--- config.mk ---
export PLATFORM = sky130hd
export DESIGN_NAME = core_impl_dependency_control
export DESIGN_NICKNAME = d
export VERILOG_FILES = /design/src/pkg/core_impl_pkg.sv /design/src/core/core_impl_dependency_control.sv
export SDC_FILE = /design/constraint.sdc
export NUM_CORES = 1
export LEC_CHECK = 0
export BUFFER_PORTS_ARGS = -buffer_cell sky130_fd_sc_hd__buf_2
export CAP_MARGIN = 10
export CORE_AREA = 2 2 124 126
export CTS_CLUSTER_DIAMETER = 50
export DETAILED_ROUTE_END_ITERATION = 10
export DIE_AREA = 0 0 126 128
export GPL_TIMING_DRIVEN = 1
export PLACE_DENSITY = 0.69
export SYNTH_ARGS = -nofsm -noshare
export SYNTH_HDL_FRONTEND = slang
export SYNTH_SLANG_ARGS = --single-unit
--- constraint.sdc ---
create_clock -name mclk_i -period 1.95 [get_ports mclk_i]
set_input_delay 0.195 -clock mclk_i [delete_from_list [all_inputs] [get_ports mclk_i]]
set_output_delay 0.195 -clock mclk_i [all_outputs]
set_load 0.02 [all_outputs]
--- src/pkg/core_impl_pkg.sv ---
// constants, types and register map of the implementation-dependency control block
package core_impl_pkg;

   // register indices on the plain register port
   localparam logic [3:0] CWP_ADDR      = 4'h0;
   localparam logic [3:0] SAVABLE_ADDR  = 4'h1;
   localparam logic [3:0] RESTORE_ADDR  = 4'h2;
   localparam logic [3:0] FOREIGN_ADDR  = 4'h3;
   localparam logic [3:0] CLEAN_ADDR    = 4'h4;
   localparam logic [3:0] CTRL_ADDR     = 4'h5;
   localparam logic [3:0] STAT_ADDR     = 4'h6;

   // control register fields
   localparam int MM_LSB   = 0;
   localparam int MM_W     = 2;
   localparam int AM_BIT   = 2;
   localparam int CLE_BIT  = 3;
   localparam int DATA_MMU_BIT = 4;
   localparam int TL_LSB   = 5;
   localparam int TL_W     = 3;

   // status register fields
   localparam int STAT_FLUSH_BIT = 0;
   localparam int STAT_MM_LSB    = 1;

   // memory models; every selection is served as total store order
   localparam logic [1:0] MM_TSO      = 2'h0;
   localparam logic [1:0] MM_RESERVED = 2'h3;

   // fixed reduced-error-state trap vector
   localparam logic [63:0] RED_TRAP_VA = 64'hFFFF_FFFF_F000_0000;
   localparam logic [63:0] RED_TRAP_PA = 64'h0000_01FF_F000_0000;

   // window state
   localparam int WINDOW_COUNT = 8;
   localparam int WIN_W        = 3;
   localparam int PC_W         = 64;
   localparam int PC_HALF      = 32;

   // cache flush latency once all older instructions have committed
   localparam int FLUSH_CYCLES = 30;

   localparam logic [7:0] RESET_CTRL = 8'h00;

   typedef enum logic [2:0] {
      op_none,
      op_quad_fp_store,
      op_soft_reset,
      op_prefetch,
      op_nf_load,
      op_flush,
      op_pc_write,
      op_mem_access
   } op_t;

   typedef enum logic [1:0] {
      trap_none,
      trap_illegal_instr,
      trap_data_access
   } trap_t;

   typedef enum logic [1:0] {
      asi_primary,
      asi_primary_le,
      asi_kernel,
      asi_kernel_le
   } asi_sel_t;

   typedef struct packed {
      logic              valid;
      op_t               op;
      logic              privileged;
      logic              fpu_enabled;
      logic              side_effect;
      logic              older_done;
      logic [PC_W-1:0]   pc;
   } instr_req_t;

   typedef struct packed {
      logic              commit;
      logic              nop;
      logic              mem_issue;
      logic              stall;
      trap_t             trap;
      logic [PC_W-1:0]   pc_wr_data;
      logic              pc_wr_valid;
   } instr_rsp_t;

endpackage

--- src/core/core_impl_dependency_control.sv ---
// control logic for the implementation-dependent core behaviours
//
// Decided for this implementation: the register offsets and strobed register access.
`timescale 1ns/100ps
`default_nettype none

// Behaviour
// - the quad floating-point store is not executed; it raises illegal instruction
// - that store never checks or reports the fpu-off trap
// - loads and stores follow total store order whatever the memory model field says
// - reduced-error trap vector is fixed: VA FFFFFFFFF0000000, PA 01FFF0000000
// - software-initiated reset in nonprivileged mode completes as a no-operation
// - no soft reset enable flag exists, no bit stores one
// - with data mmu off, prefetch commits without any memory access
// - with data mmu off, a nonfaulting load raises the data-access exception
// - memory model value 11 binary runs as total store order
// - accesses to side-effect pages are performed strictly in program order
// - cache flush waits for all older instructions, so its latency depends on state
// - after all older instructions commit, flush completes in 30 cycles
// - at trap level above 0 the implicit space is kernel, endian by little-endian bit
// - with address mask bit 1, written pc values have upper 32 bits cleared
// - eight windows; pointer and savable, restorable, foreign counts hold 3 bits
// - window register writes keep only the low 3 bits
// - the clean-window count register is 3 bits wide
// - the fast ecc error trap is never generated
// - no dispatch control register exists; its address reads zero
module core_impl_dependency_control #(
   parameter int DATA_W       = 8,
   parameter int ADDR_W       = 4,
   parameter int WINDOW_COUNT = core_impl_pkg::WINDOW_COUNT,
   parameter int FLUSH_CYCLES = core_impl_pkg::FLUSH_CYCLES
) (
   // clock and reset
   input  wire logic                       mclk_i,
   input  wire logic                       sys_rst_i,
   // register port
   input  wire logic [ADDR_W-1:0]          reg_addr_i,
   input  wire logic [DATA_W-1:0]          reg_wdata_i,
   input  wire logic                       reg_wr_i,
   input  wire logic                       reg_rd_i,
   output logic      [DATA_W-1:0]          reg_rdata_o,
   // instruction decisions
   input  wire core_impl_pkg::instr_req_t  req_i,
   output core_impl_pkg::instr_rsp_t       rsp_o,
   // flush completion
   output logic                            flush_done_o,
   output logic                            flush_busy_o,
   // memory ordering and address space
   output logic      [1:0]                 mem_model_o,
   output core_impl_pkg::asi_sel_t         implicit_asi_o,
   // window state
   output logic      [core_impl_pkg::WIN_W-1:0] cwp_o,
   output logic      [core_impl_pkg::WIN_W-1:0] savable_window_count_o,
   output logic      [core_impl_pkg::WIN_W-1:0] restorable_window_count_o,
   output logic      [core_impl_pkg::WIN_W-1:0] foreign_window_count_o,
   output logic      [core_impl_pkg::WIN_W-1:0] clean_window_count_o,
   // reduced-error-state vector
   output logic      [core_impl_pkg::PC_W-1:0]  red_vec_va_o,
   output logic      [core_impl_pkg::PC_W-1:0]  red_vec_pa_o
);

   localparam int WIN_W = core_impl_pkg::WIN_W;
   localparam int CNT_W = $clog2(FLUSH_CYCLES + 1);

   // elaboration checks
   if (WINDOW_COUNT != (1 << WIN_W)) begin : g_win_check
      $error("window count must match the 3-bit window registers");
   end
   if (DATA_W < 8 || ADDR_W < 4) begin : g_bus_check
      $error("register port too narrow for the control register map");
   end
   if (FLUSH_CYCLES < 1) begin : g_flush_check
      $error("flush latency must be at least one cycle");
   end

   // keep the low window bits of a write; the upper bits are dropped
   function automatic logic [WIN_W-1:0] win_bits(input logic [DATA_W-1:0] v);
      return v[WIN_W-1:0];
   endfunction

   function automatic logic [DATA_W-1:0] widen(input logic [WIN_W-1:0] v);
      return {{(DATA_W-WIN_W){1'b0}}, v};
   endfunction

   typedef enum logic [1:0] {
      fl_idle,
      fl_wait_older,
      fl_count
   } flush_state_t;

   // register state
   logic [WIN_W-1:0]  cwp_q, cwp_d;
   logic [WIN_W-1:0]  savable_window_count_q, savable_window_count_d;
   logic [WIN_W-1:0]  restorable_window_count_q, restorable_window_count_d;
   logic [WIN_W-1:0]  foreign_window_count_q, foreign_window_count_d;
   logic [WIN_W-1:0]  clean_window_count_q, clean_window_count_d;
   logic [7:0]        ctrl_q, ctrl_d;
   logic [DATA_W-1:0] rdata_q, rdata_d;

   flush_state_t      fl_state_q, fl_state_d;
   logic [CNT_W-1:0]  fl_cnt_q, fl_cnt_d;
   logic              fl_done_q, fl_done_d;

   core_impl_pkg::instr_rsp_t rsp_q, rsp_d;
   logic [1:0]                mm_q;
   core_impl_pkg::asi_sel_t   asi_q, asi_d;

   // register decode
   wire wr_cwp     = reg_wr_i && (reg_addr_i == ADDR_W'(core_impl_pkg::CWP_ADDR));
   wire wr_savable = reg_wr_i && (reg_addr_i == ADDR_W'(core_impl_pkg::SAVABLE_ADDR));
   wire wr_restore = reg_wr_i && (reg_addr_i == ADDR_W'(core_impl_pkg::RESTORE_ADDR));
   wire wr_foreign = reg_wr_i && (reg_addr_i == ADDR_W'(core_impl_pkg::FOREIGN_ADDR));
   wire wr_clean   = reg_wr_i && (reg_addr_i == ADDR_W'(core_impl_pkg::CLEAN_ADDR));
   wire wr_ctrl    = reg_wr_i && (reg_addr_i == ADDR_W'(core_impl_pkg::CTRL_ADDR));

   assign cwp_d        = wr_cwp     ? win_bits(reg_wdata_i) : cwp_q;
   assign savable_window_count_d    = wr_savable ? win_bits(reg_wdata_i) : savable_window_count_q;
   assign restorable_window_count_d = wr_restore ? win_bits(reg_wdata_i) : restorable_window_count_q;
   assign foreign_window_count_d   = wr_foreign ? win_bits(reg_wdata_i) : foreign_window_count_q;
   assign clean_window_count_d   = wr_clean   ? win_bits(reg_wdata_i) : clean_window_count_q;
   // the memory model field keeps what software wrote, 11 binary included
   assign ctrl_d       = wr_ctrl    ? reg_wdata_i[7:0]      : ctrl_q;

   // control fields
   wire [1:0]  mm_field = ctrl_q[core_impl_pkg::MM_LSB +: core_impl_pkg::MM_W];
   wire        am_bit   = ctrl_q[core_impl_pkg::AM_BIT];
   wire        cle_bit  = ctrl_q[core_impl_pkg::CLE_BIT];
   wire        data_mmu_on  = ctrl_q[core_impl_pkg::DATA_MMU_BIT];
   wire [2:0]  tl_field = ctrl_q[core_impl_pkg::TL_LSB +: core_impl_pkg::TL_W];

   // status word: flush activity and the model in force
   wire [DATA_W-1:0] stat_word =
      DATA_W'({core_impl_pkg::MM_TSO, (fl_state_q != fl_idle)});

   // read mux; unmapped addresses, including where a dispatch register would sit, read zero
   assign rdata_d =
      !reg_rd_i                                                  ? '0 :
      (reg_addr_i == ADDR_W'(core_impl_pkg::CWP_ADDR))           ? widen(cwp_q) :
      (reg_addr_i == ADDR_W'(core_impl_pkg::SAVABLE_ADDR))       ? widen(savable_window_count_q) :
      (reg_addr_i == ADDR_W'(core_impl_pkg::RESTORE_ADDR))       ? widen(restorable_window_count_q) :
      (reg_addr_i == ADDR_W'(core_impl_pkg::FOREIGN_ADDR))       ? widen(foreign_window_count_q) :
      (reg_addr_i == ADDR_W'(core_impl_pkg::CLEAN_ADDR))         ? widen(clean_window_count_q) :
      (reg_addr_i == ADDR_W'(core_impl_pkg::CTRL_ADDR))          ? DATA_W'(ctrl_q) :
      (reg_addr_i == ADDR_W'(core_impl_pkg::STAT_ADDR))          ? stat_word :
                                                                   '0;

   // implicit address space
   wire        tl_nonzero = (tl_field != 3'h0);
   assign asi_d = tl_nonzero ? (cle_bit ? core_impl_pkg::asi_kernel_le
                                        : core_impl_pkg::asi_kernel)
                             : (cle_bit ? core_impl_pkg::asi_primary_le
                                        : core_impl_pkg::asi_primary);

   // instruction classification
   wire is_qst   = req_i.valid && (req_i.op == core_impl_pkg::op_quad_fp_store);
   wire is_sir   = req_i.valid && (req_i.op == core_impl_pkg::op_soft_reset);
   wire is_pref  = req_i.valid && (req_i.op == core_impl_pkg::op_prefetch);
   wire is_nfld  = req_i.valid && (req_i.op == core_impl_pkg::op_nf_load);
   wire is_flush = req_i.valid && (req_i.op == core_impl_pkg::op_flush);
   wire is_pcw   = req_i.valid && (req_i.op == core_impl_pkg::op_pc_write);
   wire is_mem   = req_i.valid && (req_i.op == core_impl_pkg::op_mem_access);

   // side-effect access waits until every older instruction has completed
   wire se_hold   = is_mem && req_i.side_effect && !req_i.older_done;
   wire fl_active = (fl_state_q != fl_idle);
   wire fl_finish = (fl_state_q == fl_count) &&
                    (fl_cnt_q == CNT_W'(FLUSH_CYCLES - 1));

   // trap selection; the fast ecc trap has no code and cannot be raised
   wire trap_ill  = is_qst;
   wire trap_dax  = is_nfld && !data_mmu_on;

   // masked pc for destination register writes
   wire [core_impl_pkg::PC_W-1:0] pc_masked =
      am_bit ? {{core_impl_pkg::PC_HALF{1'b0}}, req_i.pc[core_impl_pkg::PC_HALF-1:0]}
             : req_i.pc;

   always_comb begin
      rsp_d             = '0;
      rsp_d.trap        = trap_ill ? core_impl_pkg::trap_illegal_instr :
                          trap_dax ? core_impl_pkg::trap_data_access :
                                     core_impl_pkg::trap_none;
      rsp_d.nop         = is_sir && !req_i.privileged;
      rsp_d.stall       = se_hold || (is_flush && !fl_finish) ||
                          (req_i.valid && fl_active && !is_flush);
      rsp_d.mem_issue   = (is_mem && !se_hold && !fl_active) ||
                          (is_pref && data_mmu_on) ||
                          (is_nfld && data_mmu_on);
      rsp_d.pc_wr_valid = is_pcw;
      rsp_d.pc_wr_data  = is_pcw ? pc_masked : '0;
      rsp_d.commit      = req_i.valid && !trap_ill && !trap_dax && !rsp_d.stall;
   end

   // flush sequencer: waits for older work, then runs the fixed latency
   always_comb begin
      fl_state_d = fl_state_q;
      fl_cnt_d   = fl_cnt_q;
      fl_done_d  = 1'b0;
      unique case (fl_state_q)
         fl_idle: begin
            if (is_flush) begin
               fl_cnt_d   = '0;
               fl_state_d = req_i.older_done ? fl_count : fl_wait_older;
            end
         end
         fl_wait_older: begin
            if (req_i.older_done) begin
               fl_state_d = fl_count;
            end
         end
         fl_count: begin
            fl_cnt_d = fl_cnt_q + CNT_W'(1);
            if (fl_finish) begin
               fl_done_d  = 1'b1;
               fl_cnt_d   = '0;
               fl_state_d = fl_idle;
            end
         end
      endcase
   end

   always_ff @(posedge mclk_i) begin
      if (sys_rst_i) begin
         cwp_q        <= '0;
         savable_window_count_q    <= '0;
         restorable_window_count_q <= '0;
         foreign_window_count_q   <= '0;
         clean_window_count_q   <= '0;
         ctrl_q       <= core_impl_pkg::RESET_CTRL;
         rdata_q      <= '0;
      end else begin
         cwp_q        <= cwp_d;
         savable_window_count_q    <= savable_window_count_d;
         restorable_window_count_q <= restorable_window_count_d;
         foreign_window_count_q   <= foreign_window_count_d;
         clean_window_count_q   <= clean_window_count_d;
         ctrl_q       <= ctrl_d;
         rdata_q      <= rdata_d;
      end
   end

   always_ff @(posedge mclk_i) begin
      if (sys_rst_i) begin
         fl_state_q <= fl_idle;
         fl_cnt_q   <= '0;
         fl_done_q  <= 1'b0;
      end else begin
         fl_state_q <= fl_state_d;
         fl_cnt_q   <= fl_cnt_d;
         fl_done_q  <= fl_done_d;
      end
   end

   always_ff @(posedge mclk_i) begin
      if (sys_rst_i) begin
         rsp_q <= '0;
         mm_q  <= core_impl_pkg::MM_TSO;
         asi_q <= core_impl_pkg::asi_primary;
      end else begin
         rsp_q <= rsp_d;
         mm_q  <= core_impl_pkg::MM_TSO;
         asi_q <= asi_d;
      end
   end

   // vector outputs stay at their fixed values from reset on
   logic [core_impl_pkg::PC_W-1:0] red_va_q;
   logic [core_impl_pkg::PC_W-1:0] red_pa_q;
   logic                           fl_busy_q;

   always_ff @(posedge mclk_i) begin
      if (sys_rst_i) begin
         red_va_q  <= core_impl_pkg::RED_TRAP_VA;
         red_pa_q  <= core_impl_pkg::RED_TRAP_PA;
         fl_busy_q <= 1'b0;
      end else begin
         red_va_q  <= core_impl_pkg::RED_TRAP_VA;
         red_pa_q  <= core_impl_pkg::RED_TRAP_PA;
         fl_busy_q <= (fl_state_d != fl_idle);
      end
   end

   assign reg_rdata_o    = rdata_q;
   assign rsp_o          = rsp_q;
   assign flush_done_o   = fl_done_q;
   assign flush_busy_o   = fl_busy_q;
   assign mem_model_o    = mm_q;
   assign implicit_asi_o = asi_q;
   assign cwp_o          = cwp_q;
   assign savable_window_count_o      = savable_window_count_q;
   assign restorable_window_count_o   = restorable_window_count_q;
   assign foreign_window_count_o     = foreign_window_count_q;
   assign clean_window_count_o     = clean_window_count_q;
   assign red_vec_va_o   = red_va_q;
   assign red_vec_pa_o   = red_pa_q;

endmodule // core_impl_dependency_control

`default_nettype wire

==> run_results.csv <==
group,metric,value,unit
sta,slew_violations,0,
finish,final_cell_count_no_fill,943,
power_and_ir_drop,pwr_density_cell,938,nW/um2
power_and_ir_drop,irDropWorstVdd,0.574,mV
sta,final.setup_skew,0.00585,ns
global_route,grt_pass1_wl,16.8,mm
synthesis,synth.yosys.warnings,0,
sta,finalWorstPathRequiredPeriod,1.68,ns
finish,layout-area-overhead-vs-synth,38.0,%
detailed_routing,detail_route.vias_per_cell,3.94,
detailed_routing,antenna_left,0,
clock_network,max-clock-path-buffers,2,
sta,setup_slack,0.273,ns
sta,setup-tns-final,0,ns
run_status,result_of_the_run,"finished clean",
synthesis,asyncSetResetFlopFracSynth,0,
hold_path,min-delay-path-class,"in -> reg",
detailed_routing,detail_route.drc_violations,0,
finish,layout.area.seq,2260,um2
sta,timing.final.hold_violations,0,
finish,final_common_cell,"sky130_fd_sc_hd__buf_2",
synthesis,netlist_instances,495,
place,dp.cells,852,
setup_path,worst_setup_path_end_kind,"flop",
setup_path,critPathMaxFanout,9,
detailed_routing,detail_route.iter0.violations,110,
synthesis,synth.distinct_cells,42,
clock_network,clock_tree.root_cell,"sky130_fd_sc_hd__clkbuf_16",
clock_network,ctsHoldBuffers,58,
setup_path,launching_element_type_of_the_critical_path,"flop",
synthesis,post_synth_edffs,0,
synthesis,synth_compound_gate_area_share,0.0426,
clock_network,numClockSinks,113,
detailed_routing,via_count,3715,
synthesis,synth_area_per_cell,9.74,um2
sta,whs,0.0165,ns
global_route,first_global_vias,3416,
synthesis,synthMuxAreaShare,0.0620,
synthesis,post_synth_instance_area,4820,um2
global_route,global_route.usage.total,0.133,
sta,finalSetupViolCount,0,
place,place_hpwl,7.74,mm
synthesis,yosys.area_share.adder,0.0130,
place,gpl.final_weighted_congestion,0.746,
sta,timing.max_slew.rel_slack,0.656,
clock_network,cts.repair.resized,0,
run,maxCapViolCount,0,
synthesis,synth-seq-cells,113,
place,io_buffer_count,184,
synthesis,synth-simple-area-share,0.184,
detailed_routing,dr.pass1.iters,6,
setup_path,worstSetupPathType,"reg -> reg",
synthesis,synth_top_family_by_area,"buffers and inverters",
synthesis,synth.largest_area_cell,"sky130_fd_sc_hd__dfxtp_1",
floorplan,initial_utilization,0.324,
clock_network,insertion_delay,0.40,ns
clock_network,postCtsSetupBuffers,0,
finish,antenna_cells,0,
synthesis,synth_area_leaders,"sky130_fd_sc_hd__dfxtp_1 47%, sky130_fd_sc_hd__buf_4 21%, sky130_fd_sc_hd__and2_1 9.1%",
sta,clock.fmax,596,MHz
finish,filler_cell_count,1421,
clock_network,path_clk_slew,0.05,ns
synthesis,yosys.area.top_type_share,0.469,
sta,period_share,0.860,
setup_path,req_time_crit_path,2.28,ns
global_route,overflow,0,
finish,multi_input_area,1960,um2
floorplan,die_height,128,um
detailed_routing,post_dr_wirelength_cell,11.9,um
setup_path,worst-endpoint-arrival,2.01,ns
synthesis,post_synth_xor_area_fraction,0.00182,
finish,finalNetCount,835,
floorplan,placement_rows,45,
finish,mostFrequentLayoutCells,"184 x sky130_fd_sc_hd__buf_2, 130 x sky130_fd_sc_hd__conb_1, 113 x sky130_fd_sc_hd__dfxtp_1, 70 x sky130_fd_sc_hd__and2_1, 59 x sky130_fd_sc_hd__dlygate4sd3_1",
synthesis,dominantRegCellSynth,"sky130_fd_sc_hd__dfxtp_1",
sta,worst_slew_pin_slew,0.515,ns
clock_network,cts_inserted_buffers,17,
synthesis,register_area_share_after_synthesis,0.469,
power_and_ir_drop,power_leakage,3.42,nW
global_route,antenna_found_initial,0,
global_route,grt_max_degree,34,
sta,grt_setup_unrepaired,"no",
detailed_routing,wirelength,11.2,mm
floorplan,die_area,16100,um2
finish,layout-drive-gt1-share,0.294,
place,preCtsSetupSlack,0.257,ns
clock_network,ctsHtreeMaxLevel,4,
floorplan,io-pin-count,316,
clock_network,cts_tree,"built",
floorplan,core,14900,um2
floorplan,dieWidth,126,um
worst max-delay path: stages (launching register included):
cell and delay (ns):
sky130_fd_sc_hd__dfxtp_1 0.39, sky130_fd_sc_hd__inv_1 0.09, sky130_fd_sc_hd__ha_1 0.28, sky130_fd_sc_hd__mux2_4 0.37, sky130_fd_sc_hd__or3_1 0.35, sky130_fd_sc_hd__a21oi_1 0.14
sequential cells by signal (all words and copies together) (netlist names):
register                   flops
rsp_o                         71
ctrl_q                         8
reg_rdata_o                    8
fl_cnt_q                       5
clean_window_count_o           3
cwp_o                          3
foreign_window_count_o         3
restorable_window_count_o      3
savable_window_count_o         3
fl_state_q                     2
implicit_asi_o                 2
flush_busy_o                   1
flush_done_o                   1
synthesized netlist by cell type (2+ instances only):
master                       n
sky130_fd_sc_hd__a311oi_1    2
sky130_fd_sc_hd__and4_1      2
sky130_fd_sc_hd__and2_1     70
sky130_fd_sc_hd__conb_1      2
sky130_fd_sc_hd__nand4b_1    3
sky130_fd_sc_hd__nand2b_1    2
sky130_fd_sc_hd__o21ai_0    12
sky130_fd_sc_hd__nor2b_1     6
sky130_fd_sc_hd__a22o_1      2
sky130_fd_sc_hd__nand2_1     8
sky130_fd_sc_hd__or2b_1      2
sky130_fd_sc_hd__nand3_1     6
sky130_fd_sc_hd__or3_1       5
sky130_fd_sc_hd__a22oi_1     2
sky130_fd_sc_hd__mux2_2      3
sky130_fd_sc_hd__nor2_1     35
sky130_fd_sc_hd__buf_2       2
sky130_fd_sc_hd__ha_1        5
sky130_fd_sc_hd__dfxtp_1   113
sky130_fd_sc_hd__a21oi_1     8
sky130_fd_sc_hd__clkbuf_1   13
sky130_fd_sc_hd__buf_4     132
sky130_fd_sc_hd__nand4_1     4
sky130_fd_sc_hd__inv_1       9
sky130_fd_sc_hd__nor4_1      2
sky130_fd_sc_hd__mux2i_1    25
sky130_fd_sc_hd__nor3_1      5
metrics by stage:
step | power (mW) | util | area (um2)
CTS | 6.29 | 0.447 | 6640
floorplan | 3.02 | - | 5300
finish | 6.24 | 0.447 | 6650
global route | 6.49 | 0.447 | 6650
detailed placement | 2.98 | 0.366 | 5450
global placement | 2.97 | 0.366 | 5450
metal layers:
metal	track usage	share of wire	vias up	routed length (um)
li1	-	-	1840	-
met1	0.147	0.39	1686	4360
met2	0.226	0.51	174	5710
met3	0.0551	0.084	15	939
met4	0.0588	0.019	0	215
met5	0	0	-	0
cell type report:
| cell class | instances | area share |
|---|---|---|
| clock buffer | 23 | 0.0689 |
| clock inverter | 9 | 0.0233 |
| inverter | 9 | 0.00508 |
| multi-input combinational | 353 | 0.294 |
| sequential | 113 | 0.340 |
| tap | 188 | 0.0354 |
| timing repair buffer | 248 | 0.233 |
path summary, 6_finish.rpt:
path / start / slack (ns) / cells past startpoint / end
min: req_i[9] / 0.02 / 2 / rsp_o[10]$_SDFF_PP0_
min reg2reg: ctrl_q[3]$_SDFFE_PP0P_ / 0.47 / 1 / implicit_asi_o[0]$_SDFF_PP0_
max reg2reg: fl_state_q[1]$_SDFF_PP0_ / 0.27 / 5 / fl_cnt_q[3]$_SDFFE_PP0P_
max: fl_state_q[1]$_SDFF_PP0_ / 0.27 / 5 / fl_cnt_q[3]$_SDFFE_PP0P_
report_power, final:
part           switching (mW)  internal, mW  total, mW
Clock                    1.03          2.17       3.21
Combinational           0.438         0.229      0.667
Sequential             0.0184          2.35       2.37
Total                    1.49          4.75       6.24
kinds of logic after synthesis:
group	Yosys count
multiplexers	29
XOR/XNOR	1
adder cells (fa/ha/maj)	5
buffers and inverters	157
other	2
AND/OR/NAND/NOR	155
flip-flops	113
AO/OA/AOI/OAI	33
No activity file was read; power rests on OpenSTA's default activity.
